### src/pdmie_pkg.sv
// Constants of the microphone interface interrupt-enable and module-enable register bank.
// Assumes a 12-bit APB byte address and 32-bit data.
package pdmie_pkg;

   // ************************************************************
   // Bus geometry
   // ************************************************************
   localparam int ADDR_W = 12;
   localparam int DATA_W = 32;

   // ************************************************************
   // Register offsets (byte addresses)
   // ************************************************************
   localparam logic [ADDR_W-1:0] OFS_EVT_STARTED = 12'h100; // Transfer begun flag, read only
   localparam logic [ADDR_W-1:0] OFS_EVT_HALTED  = 12'h104; // Transfer halted flag, read only
   localparam logic [ADDR_W-1:0] OFS_EVT_LAST    = 12'h108; // Last sample written flag, read only
   localparam logic [ADDR_W-1:0] OFS_IRQ_STATUS  = 12'h110; // Sticky event status, write 1 clears
   localparam logic [ADDR_W-1:0] OFS_IRQ_MASK    = 12'h300; // irq_enable_mask_reg, read-write
   localparam logic [ADDR_W-1:0] OFS_IRQ_SET     = 12'h304; // irq_enable_set_reg
   localparam logic [ADDR_W-1:0] OFS_IRQ_CLR     = 12'h308; // irq_enable_clear_reg
   localparam logic [ADDR_W-1:0] OFS_MODULE_ON   = 12'h500; // module_on_switch
   localparam logic [ADDR_W-1:0] OFS_CNT_LIMIT   = 12'h560; // sample_count_limit
   localparam logic [ADDR_W-1:0] OFS_CNT_VALUE   = 12'h564; // Samples stored so far, read only

   // ************************************************************
   // Field layout
   // ************************************************************
   localparam int NUM_EVT     = 3;
   localparam int BIT_STARTED = 0;
   localparam int BIT_HALTED  = 1;
   localparam int BIT_LAST    = 2;
   localparam int BIT_ON      = 0;
   localparam int CNT_W       = 15;

   // ************************************************************
   // Reset values
   // ************************************************************
   localparam logic [NUM_EVT-1:0] MASK_RST  = 3'h0;
   localparam logic               ON_RST    = 1'h0;
   localparam logic [CNT_W-1:0]   LIMIT_RST = 15'h0000;
   localparam logic [CNT_W-1:0]   CNT_RST   = 15'h0000;

   // ************************************************************
   // Capture sequencing states
   // ************************************************************
   typedef enum logic [1:0] {
      ST_IDLE  = 2'b00,
      ST_RUN   = 2'b01,
      ST_DRAIN = 2'b10
   } pdmie_state_t;

endpackage

### src/pdmie_flag_if.sv
// Interface joining the register bank to one sticky event flag.
// Assumes the bank drives set and clear pulses in the pclk domain.
`timescale 1ns/1ps
interface pdmie_flag_if;
   logic set;  // Event pulse
   logic clr;  // Software clear pulse
   logic flag; // Sticky flag value

   modport owner (input set, input clr, output flag);
   modport user  (output set, output clr, input flag);
endinterface

### src/pdmie_flag.sv
// One sticky event flag: set by hardware, cleared by software, set wins.
// Assumes set and clr are single-cycle pulses synchronous to pclk.
`timescale 1ns/1ps
module pdmie_flag
   import pdmie_pkg::*;
(
   input wire logic     pclk,    // System clock
   input wire logic     presetn, // Asynchronous reset, active low
   pdmie_flag_if.owner  fl       // Set, clear and flag value
);

   logic flag_ff;
   logic nxt_flag_ff;

   // Next flag value, an event in the clearing cycle is kept
   always_comb begin
      nxt_flag_ff = fl.set | (flag_ff & ~fl.clr);
   end

   // Flag register
   always_ff @(posedge pclk or negedge presetn) begin
      if (!presetn) begin
         flag_ff <= 1'b0;
      end else begin
         flag_ff <= nxt_flag_ff;
      end
   end

   assign fl.flag = flag_ff;

   // ************************************************************
   // Assertions
   // ************************************************************
   a_flag_set_wins: assert property (@(posedge pclk) disable iff (!presetn)
      fl.set |=> flag_ff)
      else $error("Event in clear cycle was lost");

endmodule

### src/pdmie_regs.sv
// Register bank of the microphone interface: interrupt enables, module switch, events.
// Assumes an APB master in the pclk domain and a capture datapath giving event pulses.
//
// Summary of operation
// - Set register bit0 enables transfer-begun interrupt
// - Set register bit1 enables halted, others kept
// - Set register bit2 enables last-sample interrupt
// - Clear register bit0 disables transfer-begun interrupt
// - Clear register bit1 disables halted, others kept
// - Clear register bit2 disables last-sample interrupt
// - Module switch bit: 1 on, 0 off
// - Module switch resets to zero, interface off
// - Plain mask register shows same three enables
// - Last-sample event after final or post-halt sample
//
// Local design decision: the APB register port.
`timescale 1ns/1ps
module pdmie_regs
   import pdmie_pkg::*;
(
   input  wire logic              pclk,          // System clock, 50 MHz
   input  wire logic              presetn,       // Asynchronous reset, active low
   input  wire logic [ADDR_W-1:0] paddr,         // APB byte address
   input  wire logic              psel,          // APB select
   input  wire logic              penable,       // APB access phase
   input  wire logic              pwrite,        // APB write direction
   input  wire logic [DATA_W-1:0] pwdata,        // APB write data
   output logic       [DATA_W-1:0] prdata,       // APB read data
   output logic                    pready,       // APB ready
   output logic                    pslverr,      // APB error on unmapped address
   input  wire logic              xfer_begun,    // Datapath pulse: transfer has begun
   input  wire logic              xfer_halted,   // Datapath pulse: transfer has halted
   input  wire logic              halt_request,  // Pulse: halt requested by software
   input  wire logic              sample_stored, // Pulse: one sample written to memory
   output logic                    module_on,    // Microphone interface switched on
   output logic                    irq           // Interrupt, level, active high
);

   // ************************************************************
   // Declarations
   // ************************************************************
   logic [NUM_EVT-1:0] mask_ff;
   logic [NUM_EVT-1:0] nxt_mask_ff;
   logic               on_ff;
   logic               nxt_on_ff;
   logic [CNT_W-1:0]   limit_ff;
   logic [CNT_W-1:0]   nxt_limit_ff;
   logic [CNT_W-1:0]   cnt_ff;
   logic [CNT_W-1:0]   nxt_cnt_ff;
   logic [DATA_W-1:0]  prdata_ff;
   logic [DATA_W-1:0]  nxt_prdata_ff;
   pdmie_state_t       state_ff;
   pdmie_state_t       nxt_state_ff;
   logic               last_evt;
   logic [CNT_W-1:0]   cnt_inc;
   logic [NUM_EVT-1:0] evt_set;
   logic [NUM_EVT-1:0] evt_clr;
   logic [NUM_EVT-1:0] status;
   logic               wr_acc;
   logic               rd_setup;
   logic               hit;
   logic [DATA_W-1:0]  rd_word;

   // ************************************************************
   // APB decode
   // ************************************************************

   // Write takes effect in the access cycle, read data is prepared in setup
   assign wr_acc   = psel & penable & pwrite;
   assign rd_setup = psel & ~penable & ~pwrite;

   // Address hit on any mapped register
   always_comb begin
      unique case (paddr)
         OFS_EVT_STARTED, OFS_EVT_HALTED, OFS_EVT_LAST, OFS_IRQ_STATUS,
         OFS_IRQ_MASK, OFS_IRQ_SET, OFS_IRQ_CLR, OFS_MODULE_ON,
         OFS_CNT_LIMIT, OFS_CNT_VALUE: hit = 1'b1;
         default:                       hit = 1'b0;
      endcase
   end

   // Zero wait states; error only in the access cycle of an unmapped address
   assign pready  = 1'b1;
   assign pslverr = psel & penable & ~hit;

   // ************************************************************
   // Read multiplexer
   // ************************************************************

   // Select the word for the addressed register, unused bits read zero
   always_comb begin
      rd_word = '0;
      unique case (paddr)
         OFS_EVT_STARTED: rd_word[0] = status[BIT_STARTED];
         OFS_EVT_HALTED:  rd_word[0] = status[BIT_HALTED];
         OFS_EVT_LAST:    rd_word[0] = status[BIT_LAST];
         OFS_IRQ_STATUS:  rd_word[NUM_EVT-1:0] = status;
         OFS_IRQ_MASK:    rd_word[NUM_EVT-1:0] = mask_ff;
         OFS_IRQ_SET:     rd_word[NUM_EVT-1:0] = mask_ff;
         OFS_IRQ_CLR:     rd_word[NUM_EVT-1:0] = mask_ff;
         OFS_MODULE_ON:   rd_word[BIT_ON] = on_ff;
         OFS_CNT_LIMIT:   rd_word[CNT_W-1:0] = limit_ff;
         OFS_CNT_VALUE:   rd_word[CNT_W-1:0] = cnt_ff;
         default:         rd_word = '0;
      endcase
   end

   // Read data register loads in the setup cycle, holds otherwise
   always_comb begin
      nxt_prdata_ff = prdata_ff;
      if (rd_setup) begin
         nxt_prdata_ff = rd_word;
      end
   end

   always_ff @(posedge pclk or negedge presetn) begin
      if (!presetn) begin
         prdata_ff <= '0;
      end else begin
         prdata_ff <= nxt_prdata_ff;
      end
   end

   assign prdata = prdata_ff;

   // ************************************************************
   // Interrupt enables and module switch
   // ************************************************************

   // Enable mask updated by plain, set and clear writes; zero bits of set and clear writes change nothing
   always_comb begin
      nxt_mask_ff = mask_ff;
      if (wr_acc && paddr == OFS_IRQ_MASK) begin
         nxt_mask_ff = pwdata[NUM_EVT-1:0];
      end else if (wr_acc && paddr == OFS_IRQ_SET) begin
         nxt_mask_ff = mask_ff | pwdata[NUM_EVT-1:0];
      end else if (wr_acc && paddr == OFS_IRQ_CLR) begin
         nxt_mask_ff = mask_ff & ~pwdata[NUM_EVT-1:0];
      end
   end

   // Module switch and sample count limit
   always_comb begin
      nxt_on_ff    = on_ff;
      nxt_limit_ff = limit_ff;
      if (wr_acc && paddr == OFS_MODULE_ON) begin
         nxt_on_ff = pwdata[BIT_ON];
      end
      if (wr_acc && paddr == OFS_CNT_LIMIT) begin
         nxt_limit_ff = pwdata[CNT_W-1:0];
      end
   end

   // Configuration registers, all clear at reset
   always_ff @(posedge pclk or negedge presetn) begin
      if (!presetn) begin
         mask_ff  <= MASK_RST;
         on_ff    <= ON_RST;
         limit_ff <= LIMIT_RST;
      end else begin
         mask_ff  <= nxt_mask_ff;
         on_ff    <= nxt_on_ff;
         limit_ff <= nxt_limit_ff;
      end
   end

   assign module_on = on_ff;

   // ************************************************************
   // Capture sequencing
   // ************************************************************

   assign cnt_inc = cnt_ff + 15'h0001;

   // Track stored samples, raise last-sample event at the limit or after a halt
   always_comb begin
      nxt_state_ff = state_ff;
      nxt_cnt_ff   = cnt_ff;
      last_evt     = 1'b0;
      if (!on_ff) begin
         nxt_state_ff = ST_IDLE;
         nxt_cnt_ff   = CNT_RST;
      end else begin
         unique case (state_ff)
            ST_IDLE: begin
               if (xfer_begun) begin
                  nxt_state_ff = ST_RUN;
                  nxt_cnt_ff   = CNT_RST;
               end
            end
            ST_RUN: begin
               if (sample_stored) begin
                  nxt_cnt_ff = cnt_inc;
                  if (cnt_inc == limit_ff) begin
                     last_evt     = 1'b1;
                     nxt_state_ff = ST_IDLE;
                  end else if (halt_request) begin
                     nxt_state_ff = ST_DRAIN;
                  end
               end else if (halt_request) begin
                  nxt_state_ff = ST_DRAIN;
               end
            end
            ST_DRAIN: begin
               if (sample_stored) begin
                  nxt_cnt_ff   = cnt_inc;
                  last_evt     = 1'b1;
                  nxt_state_ff = ST_IDLE;
               end
            end
            default: begin
               nxt_state_ff = ST_IDLE;
            end
         endcase
      end
   end

   always_ff @(posedge pclk or negedge presetn) begin
      if (!presetn) begin
         state_ff <= ST_IDLE;
         cnt_ff   <= CNT_RST;
      end else begin
         state_ff <= nxt_state_ff;
         cnt_ff   <= nxt_cnt_ff;
      end
   end

   // ************************************************************
   // Sticky event flags and interrupt
   // ************************************************************

   // Event pulses and write-one clears of the status register
   assign evt_set[BIT_STARTED] = xfer_begun & on_ff;
   assign evt_set[BIT_HALTED]  = xfer_halted & on_ff;
   assign evt_set[BIT_LAST]    = last_evt;
   assign evt_clr = (wr_acc && paddr == OFS_IRQ_STATUS) ? pwdata[NUM_EVT-1:0] : '0;

   pdmie_flag_if evt_if [NUM_EVT] ();

   // One sticky flag per event
   for (genvar gi = 0; gi < NUM_EVT; gi++) begin : g_evt
      assign evt_if[gi].set = evt_set[gi];
      assign evt_if[gi].clr = evt_clr[gi];
      assign status[gi]     = evt_if[gi].flag;
      pdmie_flag u_flag (
         .pclk    (pclk),
         .presetn (presetn),
         .fl      (evt_if[gi])
      );
   end

   // Level interrupt while any enabled flag stands
   assign irq = |(status & mask_ff);

   // ************************************************************
   // Assertions
   // ************************************************************
   a_set_begun_on: assert property (@(posedge pclk) disable iff (!presetn)
      wr_acc && paddr == OFS_IRQ_SET && pwdata[BIT_STARTED] |=> mask_ff[BIT_STARTED])
      else $error("Set write did not enable transfer-begun");

   a_set_halted_only: assert property (@(posedge pclk) disable iff (!presetn)
      wr_acc && paddr == OFS_IRQ_SET && pwdata[2:0] == 3'h2
      |=> mask_ff[BIT_HALTED] && mask_ff[BIT_STARTED] == $past(mask_ff[BIT_STARTED])
          && mask_ff[BIT_LAST] == $past(mask_ff[BIT_LAST]))
      else $error("Set write of halted disturbed other enables");

   a_set_last_read: assert property (@(posedge pclk) disable iff (!presetn)
      wr_acc && paddr == OFS_IRQ_SET && pwdata[BIT_LAST]
      ##2 rd_setup && paddr == OFS_IRQ_SET |=> prdata[BIT_LAST])
      else $error("Set register did not read back last-sample enable");

   a_clr_begun_off: assert property (@(posedge pclk) disable iff (!presetn)
      wr_acc && paddr == OFS_IRQ_CLR && pwdata[BIT_STARTED] |=> !mask_ff[BIT_STARTED])
      else $error("Clear write did not disable transfer-begun");

   a_clr_halted_only: assert property (@(posedge pclk) disable iff (!presetn)
      wr_acc && paddr == OFS_IRQ_CLR && pwdata[2:0] == 3'h2
      |=> !mask_ff[BIT_HALTED] && mask_ff[BIT_STARTED] == $past(mask_ff[BIT_STARTED])
          && mask_ff[BIT_LAST] == $past(mask_ff[BIT_LAST]))
      else $error("Clear write of halted disturbed other enables");

   a_clr_last_read: assert property (@(posedge pclk) disable iff (!presetn)
      wr_acc && paddr == OFS_IRQ_CLR && pwdata[BIT_LAST]
      ##2 rd_setup && (paddr == OFS_IRQ_CLR || paddr == OFS_IRQ_SET) |=> !prdata[BIT_LAST])
      else $error("Clear register did not read back disabled");

   a_on_follows_wr: assert property (@(posedge pclk) disable iff (!presetn)
      wr_acc && paddr == OFS_MODULE_ON |=> module_on == $past(pwdata[BIT_ON]))
      else $error("Module switch does not follow write");

   a_on_reset_off: assert property (@(posedge pclk) disable iff (!presetn)
      $rose(presetn) |-> !module_on)
      else $error("Module switch not off after reset");

   a_mask_read_same: assert property (@(posedge pclk) disable iff (!presetn)
      rd_setup && paddr == OFS_IRQ_MASK |=> prdata[NUM_EVT-1:0] == $past(mask_ff))
      else $error("Mask register read differs from enables");

   a_last_at_limit: assert property (@(posedge pclk) disable iff (!presetn)
      on_ff && state_ff == ST_RUN && sample_stored && cnt_inc == limit_ff
      |=> status[BIT_LAST] && state_ff == ST_IDLE)
      else $error("Last-sample event missing at count limit");

   a_zero_set_noop: assert property (@(posedge pclk) disable iff (!presetn)
      wr_acc && (paddr == OFS_IRQ_SET || paddr == OFS_IRQ_CLR) && pwdata[2:0] == 3'h0
      |=> $stable(mask_ff))
      else $error("Zero write to set or clear changed enables");

   a_irq_needs_mask: assert property (@(posedge pclk) disable iff (!presetn)
      wr_acc && paddr == OFS_IRQ_CLR && pwdata[2:0] == 3'h7 |=> !irq)
      else $error("Interrupt stands with all enables cleared");

   c_last_by_halt: cover property (@(posedge pclk) disable iff (!presetn)
      state_ff == ST_DRAIN ##[1:50] status[BIT_LAST]);

   c_irq_raised: cover property (@(posedge pclk) disable iff (!presetn)
      $rose(irq));

   c_set_then_clr: cover property (@(posedge pclk) disable iff (!presetn)
      wr_acc && paddr == OFS_IRQ_SET ##[1:10] wr_acc && paddr == OFS_IRQ_CLR);

endmodule

### config.mk
export PLATFORM = sky130hd
export DESIGN_NAME = pdmie_regs
export DESIGN_NICKNAME = d
export VERILOG_FILES = /design/src/pdmie_pkg.sv /design/src/pdmie_flag_if.sv /design/src/pdmie_flag.sv /design/src/pdmie_regs.sv
export SDC_FILE = /design/constraint.sdc
export NUM_CORES = 1
export LEC_CHECK = 0
export BUFFER_PORTS_ARGS = -buffer_cell sky130_fd_sc_hd__clkbuf_2
export CORE_MARGIN = 1
export CORE_UTILIZATION = 25
export DETAILED_ROUTE_END_ITERATION = 8
export GPL_ROUTABILITY_DRIVEN = 0
export SLEW_MARGIN = 20
export SYNTH_ARGS = -nofsm -noshare
export SYNTH_HDL_FRONTEND = slang
export SYNTH_SLANG_ARGS = --single-unit
### constraint.sdc
create_clock -name pclk -period 2.7 [get_ports pclk]
set_input_delay 0.135 -clock pclk [delete_from_list [all_inputs] [get_ports pclk]]
set_output_delay 0.135 -clock pclk [all_outputs]
set_load 0.05 [all_outputs]
Yosys cells after proc, flatten, opt, wreduce, memory -nomap -nowiden
Cells that the tools add are included.

storage, ports and cells
  register bits after elaboration = 54
  latch bits = 0
  memory bits (writable) = 0
  ROM bits = 0
  logic and storage cells = 89
  memories kept = 0

operators by class
  $add $sub $neg = 1
  multipliers = 0
  divide/modulo/power cells = 0
  order comparisons = 0
  eq/ne operators = 17
  shift operators = 0
  muxes and demuxes = 24
  bitwise logic cells = 23
  reductions and logical operators = 15

operators with widths
  operator               number
  $eq 12x9->1 const B    4
  $mux 15                3
  $eq 12x10->1 const B   3
  $eq 12x11->1 const B   3
  $pmux 15 s2            1
  $pmux 12 s2            1
  $add 15x1->15 const B  1
  $eq 15x15->1           1
  $mux 2                 6
  $mux 3                 4
  $and 1x1->1            10
  $reduce_or 10->1       1
  $ne 3x3->1 const B     3
  $pmux 2 s4             1
  $pmux 1 s7             1
  $and 3x3->3            2
  $logic_and 1x1->1      6
  $not 1->1              6
  $pmux 2 s3             1
  $reduce_or 3->1        2
  $mux 1                 5
  $reduce_or 2->1        2
  $ne 3x2->1 const B     1
  $not 3->3              1
  other kinds (9)        11

Depth between registers and ports, before layout
  depth in word-level cells = 7
  mapped depth = 9
  mapped depth without buffers = 8

Cells and area by module
A second synthesis with hierarchy kept.

unflattened totals
  cells, all modules = 366
  area, all modules = 3389.5 um2

by module, submodules not included
  module      times used  cells an instance  area each (um2)  seq. area each (um2)
  pdmie_regs  1           357                3280.6           1276.2
  pdmie_flag  3           3                  36.3             25.0

Worst setup path after synthesis
No wires, ideal clock.

  path kind = reg-to-reg
  from = reg cnt_ff[0]
  to = reg state_ff[0]
  setup time = 0.150 ns
  arrival time = 1.944 ns
  data required time = 2.550 ns
  slack = 0.606 ns
  stages on the path, launching flop included = 8
  buffers on the path = 0
  cell sequence = dfrtp_1 > ha_1 > and3_1 > and3_1 > a211oi_1 > nand3_1 > nor4_1 > a41oi_1

on the way
  word-level cells in the longest chain between the ends = 6

ends and longest elaborated chain
  what                    line               source
  start, declared         pdmie_regs.sv:48   logic [CNT_W-1:0] cnt_ff;
  start signal, assigned  pdmie_regs.sv:224  cnt_ff <= nxt_cnt_ff;
  $add 15x1->15           pdmie_regs.sv:173  assign cnt_inc = cnt_ff + 15'h0001;
  $eq 15x15->1            pdmie_regs.sv:194  if (cnt_inc == limit_ff) begin
  $mux 2                  pdmie_regs.sv:194
  $mux 2                  pdmie_regs.sv:192  if (sample_stored) begin
  $pmux 2 s3              pdmie_regs.sv:184  unique case (state_ff)
  $mux 2                  pdmie_regs.sv:180  if (!on_ff) begin
  end signal, assigned    pdmie_regs.sv:223  state_ff <= nxt_state_ff;
  end, declared           pdmie_regs.sv:52   pdmie_state_t state_ff;

Every way passes these cells.
A chain may end at the register's enable or synchronous reset.

Worst setup path after layout
  from = reg cnt_ff[0]
  to = reg state_ff[1]

The elaborated chain is that of the path after synthesis.

==> results.sh <==
export IMPL_ys_flop_type="dfrtp_1"
export IMPL_fmax_ghz=0.412
export IMPL_antenna_found_initial=0
export IMPL_finalHoldViolations=0
export IMPL_placed_cell_area_um2=3690
export IMPL_synthCells=359
export IMPL_synth_top_area_frac=0.406
export IMPL_path_cells="ha_1 > and3_1 > nand2_2 > nor4_4 > xnor2_1 > nor4b_2 > a41oi_1"
export IMPL_postCtsSetupRepairBufs=0
export IMPL_worstHoldStart="pwdata[9]"
export IMPL_wl_per_cell_um=14.1
export IMPL_status="finished clean"
export IMPL_h_tree_depth=2
export IMPL_ys_top_cells_by_area="dfrtp_1 41%, buf_4 5.0%, o21ai_0 4.5%"
export IMPL_track_usage=0.122
export IMPL_p_comb_frac=0.165
export IMPL_rsz0062_at_grt="no"
export IMPL_p_int_mw=1.35
export IMPL_antenna_left=0
export IMPL_drc=0
export IMPL_synthAdderAreaFrac=0.0180
export IMPL_yosysSeqAreaShare=0.406
export IMPL_grt_pass1_vias=2775
export IMPL_synth_simple_area_share=0.197
export IMPL_via_per_inst=4.90
export IMPL_worst_pin_slew_ps=756
export IMPL_setup_tns_ps=0
export IMPL_cts_tree="built"
export IMPL_avgSynthCellArea_um2=9.27
export IMPL_ir_drop_v=0.000304
export IMPL_clk_latency_ps=300
export IMPL_clk_pin_slew_ps=70
export IMPL_synth_compound_area_frac=0.188
export IMPL_cp_slowest_cell="dfrtp_1"
export IMPL_relSlewSlack=0.495
export IMPL_synth_xor_xnor_area_share=0.0474
export IMPL_r2r_slack_ps=270
export IMPL_grt_overflow=0
export IMPL_yosys_register_bits=54
export IMPL_yosys_cell_count_top_type="dfrtp_1"
export IMPL_worstSetupPathType="reg -> reg"
export IMPL_start_util=0.260
export IMPL_synth_edff_count=0
export IMPL_crit_path_max_fanout=7
export IMPL_die_area_um2=13800
export IMPL_cp_data_required_time_ps=2850
export IMPL_drive_gt1_frac=0.216
export IMPL_seq_area_um2=1350
export IMPL_dieHeight_um=117
export IMPL_r2r_start="cnt_ff[0]"
export IMPL_slowest_delay_ps=460
export IMPL_dp_slack_ps=290
export IMPL_p_seq_frac=0.446
export IMPL_nNetsFinal=463
export IMPL_vias=2839
export IMPL_grt_max_degree=55
export IMPL_diodes=0
export IMPL_die_x_um=117
export IMPL_rr_endpoint="state_ff[1]"
export IMPL_clkPwrFrac=0.389
export IMPL_period_needed_ps=2430
export IMPL_first_pass_iters=5
export IMPL_yosysUniqueCellTypes=58
export IMPL_dp_hpwl_um=5910
export IMPL_n_fill_cell=1365
export IMPL_numCtsBuffers=5
export IMPL_hold_path_class="in -> reg"
export IMPL_critPathCaptureType="register"
export IMPL_ioPinCount=89
export IMPL_netSwitchingFraction=0.300
export IMPL_syn2layout_area_growth_pct=16.5
export IMPL_syn_cell_area_um2=3330
export IMPL_num_rows=41
export IMPL_synth_mux_area_frac=0.0602
export IMPL_clock_sinks=54
export IMPL_synth_top_family_by_area="simple AND/OR/NAND/NOR gates"
export IMPL_final_design_area_no_fill_um2=3880
export IMPL_final_max_slew_viol_count=0
export IMPL_crit_start="cnt_ff[0]"
export IMPL_yosys_area_top_type="dfrtp_1"
export IMPL_finalCritPeriodShare=0.899
export IMPL_drv_cap=0
export IMPL_leakage_nw=1.74
export IMPL_synth_common_cells="54 x dfrtp_1, 34 x nand2_1, 30 x o21ai_0"
export IMPL_finalClockSkew_ps=6.53
export IMPL_start_kind="register"
export IMPL_cts_repair_resized=0
export IMPL_setup_viol=0
export IMPL_ys_warnings_count=0
export IMPL_cp_endpoint="state_ff[1]"
export IMPL_reg2reg_depth=7
export IMPL_cp_arrival_ps=2580
export IMPL_cts_root_buf="clkbuf_16"
export IMPL_worst_slack_ps=273
export IMPL_multiInputGateArea_um2=1770
export IMPL_grt_pass1_wl_um=13800
export IMPL_drtIter0Drc=276
export IMPL_wirelength_um=8140
export IMPL_clockBufferDepth=2
export IMPL_core_um2=12800
export IMPL_async_flop_share=1.00
export IMPL_p_sw_uw=580
export IMPL_portBuffers=53
export IMPL_power_density_nw_per_um2=498
==> flip-flops by register name, summed over array words and instances, names as in the netlist, named ones only <==
| signal | flops |
|---|---|
| cnt_ff | 15 |
| g_evt.u_flag.fl.flag | 3 |
| limit_ff | 15 |
| module_on | 1 |
| prdata | 15 |
| state_ff | 2 |
==> worst min path at each step <==
stage | end | slack, ps | cells past startpoint
global placement | async pin | 300 | 2
floorplan | async pin | -160 | 0
finish | limit_ff[9] | 60 | 2
global route | limit_ff[3] | 60 | 2
CTS | limit_ff[9] | 60 | 2
detailed placement | module_on | 310 | 2
==> worst max-delay path, delay by kind of cell (launching register included) <==
family / cells / cell delay, ps
AOI/OAI and AO/OA: 1 / 180
xor gates and xnor gates: 1 / 140
adders and majority gates: 1 / 280
DFF: 1 / 460
and+or+nand+nor: 4 / 1210
==> repair_timing <==
item,CTS,global route
setup endpoints to repair,0,0
endpoints found under the hold margin,52,0
hold buffers,1,0
==> area by class of cell <==
cell class	count	share of cell area
clock buffer	5	0.0323
timing repair buffer	62	0.0865
tap	172	0.0555
multi-input combinational	274	0.456
clock inverter	3	0.0123
sequential	54	0.349
inverter	9	0.00871
==> kinds of logic after synthesis <==
kind of cell,Yosys count
AOI/OAI and AO/OA,98
xor gates and xnor gates,18
adders and majority gates,5
other,2
and+or+nand+nor,117
DFF,54
muxes,18
buffers and inverters,47
==> cell usage in the layout, fill, tap and decap left out, drive strengths merged, types with 2 or more instances in the layout <==
cell type,n
xnor2,14
a31oi,6
o31ai,7
nand3,9
nor2,22
a22o,7
a41oi,2
or3,3
xor2,4
and4,3
buf,8
nor3b,4
clkbuf,58
ha,4
nand2b,4
o21ai,30
nand2,35
o21a,2
mux2i,2
a21oi,19
dfrtp,54
or2,2
a22oi,15
o211ai,2
nor4,2
mux2,16
conb,18
nor3,5
nor2b,7
inv,10
and3,8
nand4,7
==> layer usage <==
metal	wire (um)	track usage
met2	4050	0.206
met4	138	0.0666
met1	3550	0.153
met3	395	0.0117
met5	0	0
==> power groups by stage <==
stage | clock [mW] | sequential [mW] | combinational [mW]
2_1_floorplan | 0 | 0.993 | 0.124
3_3_place_gp | 0 | 0.876 | 0.317
3_5_place_dp | 0 | 0.877 | 0.319
4_1_cts | 0.771 | 0.862 | 0.322
5_1_grt | 0.802 | 0.865 | 0.340
6_report | 0.753 | 0.861 | 0.319
==> per-stage QoR <==
step                total power, mW  utilization  hold slack [ps]  cells
floorplan                      1.12            -             -161    375
global placement               1.19        0.288              301    570
detailed placement             1.20        0.288              310    570
CTS                            1.95        0.302             56.0    579
global route                   2.01        0.302             59.3    579
finish                         1.93        0.302             56.5    579
No activity file was read; power rests on OpenSTA's default activity.
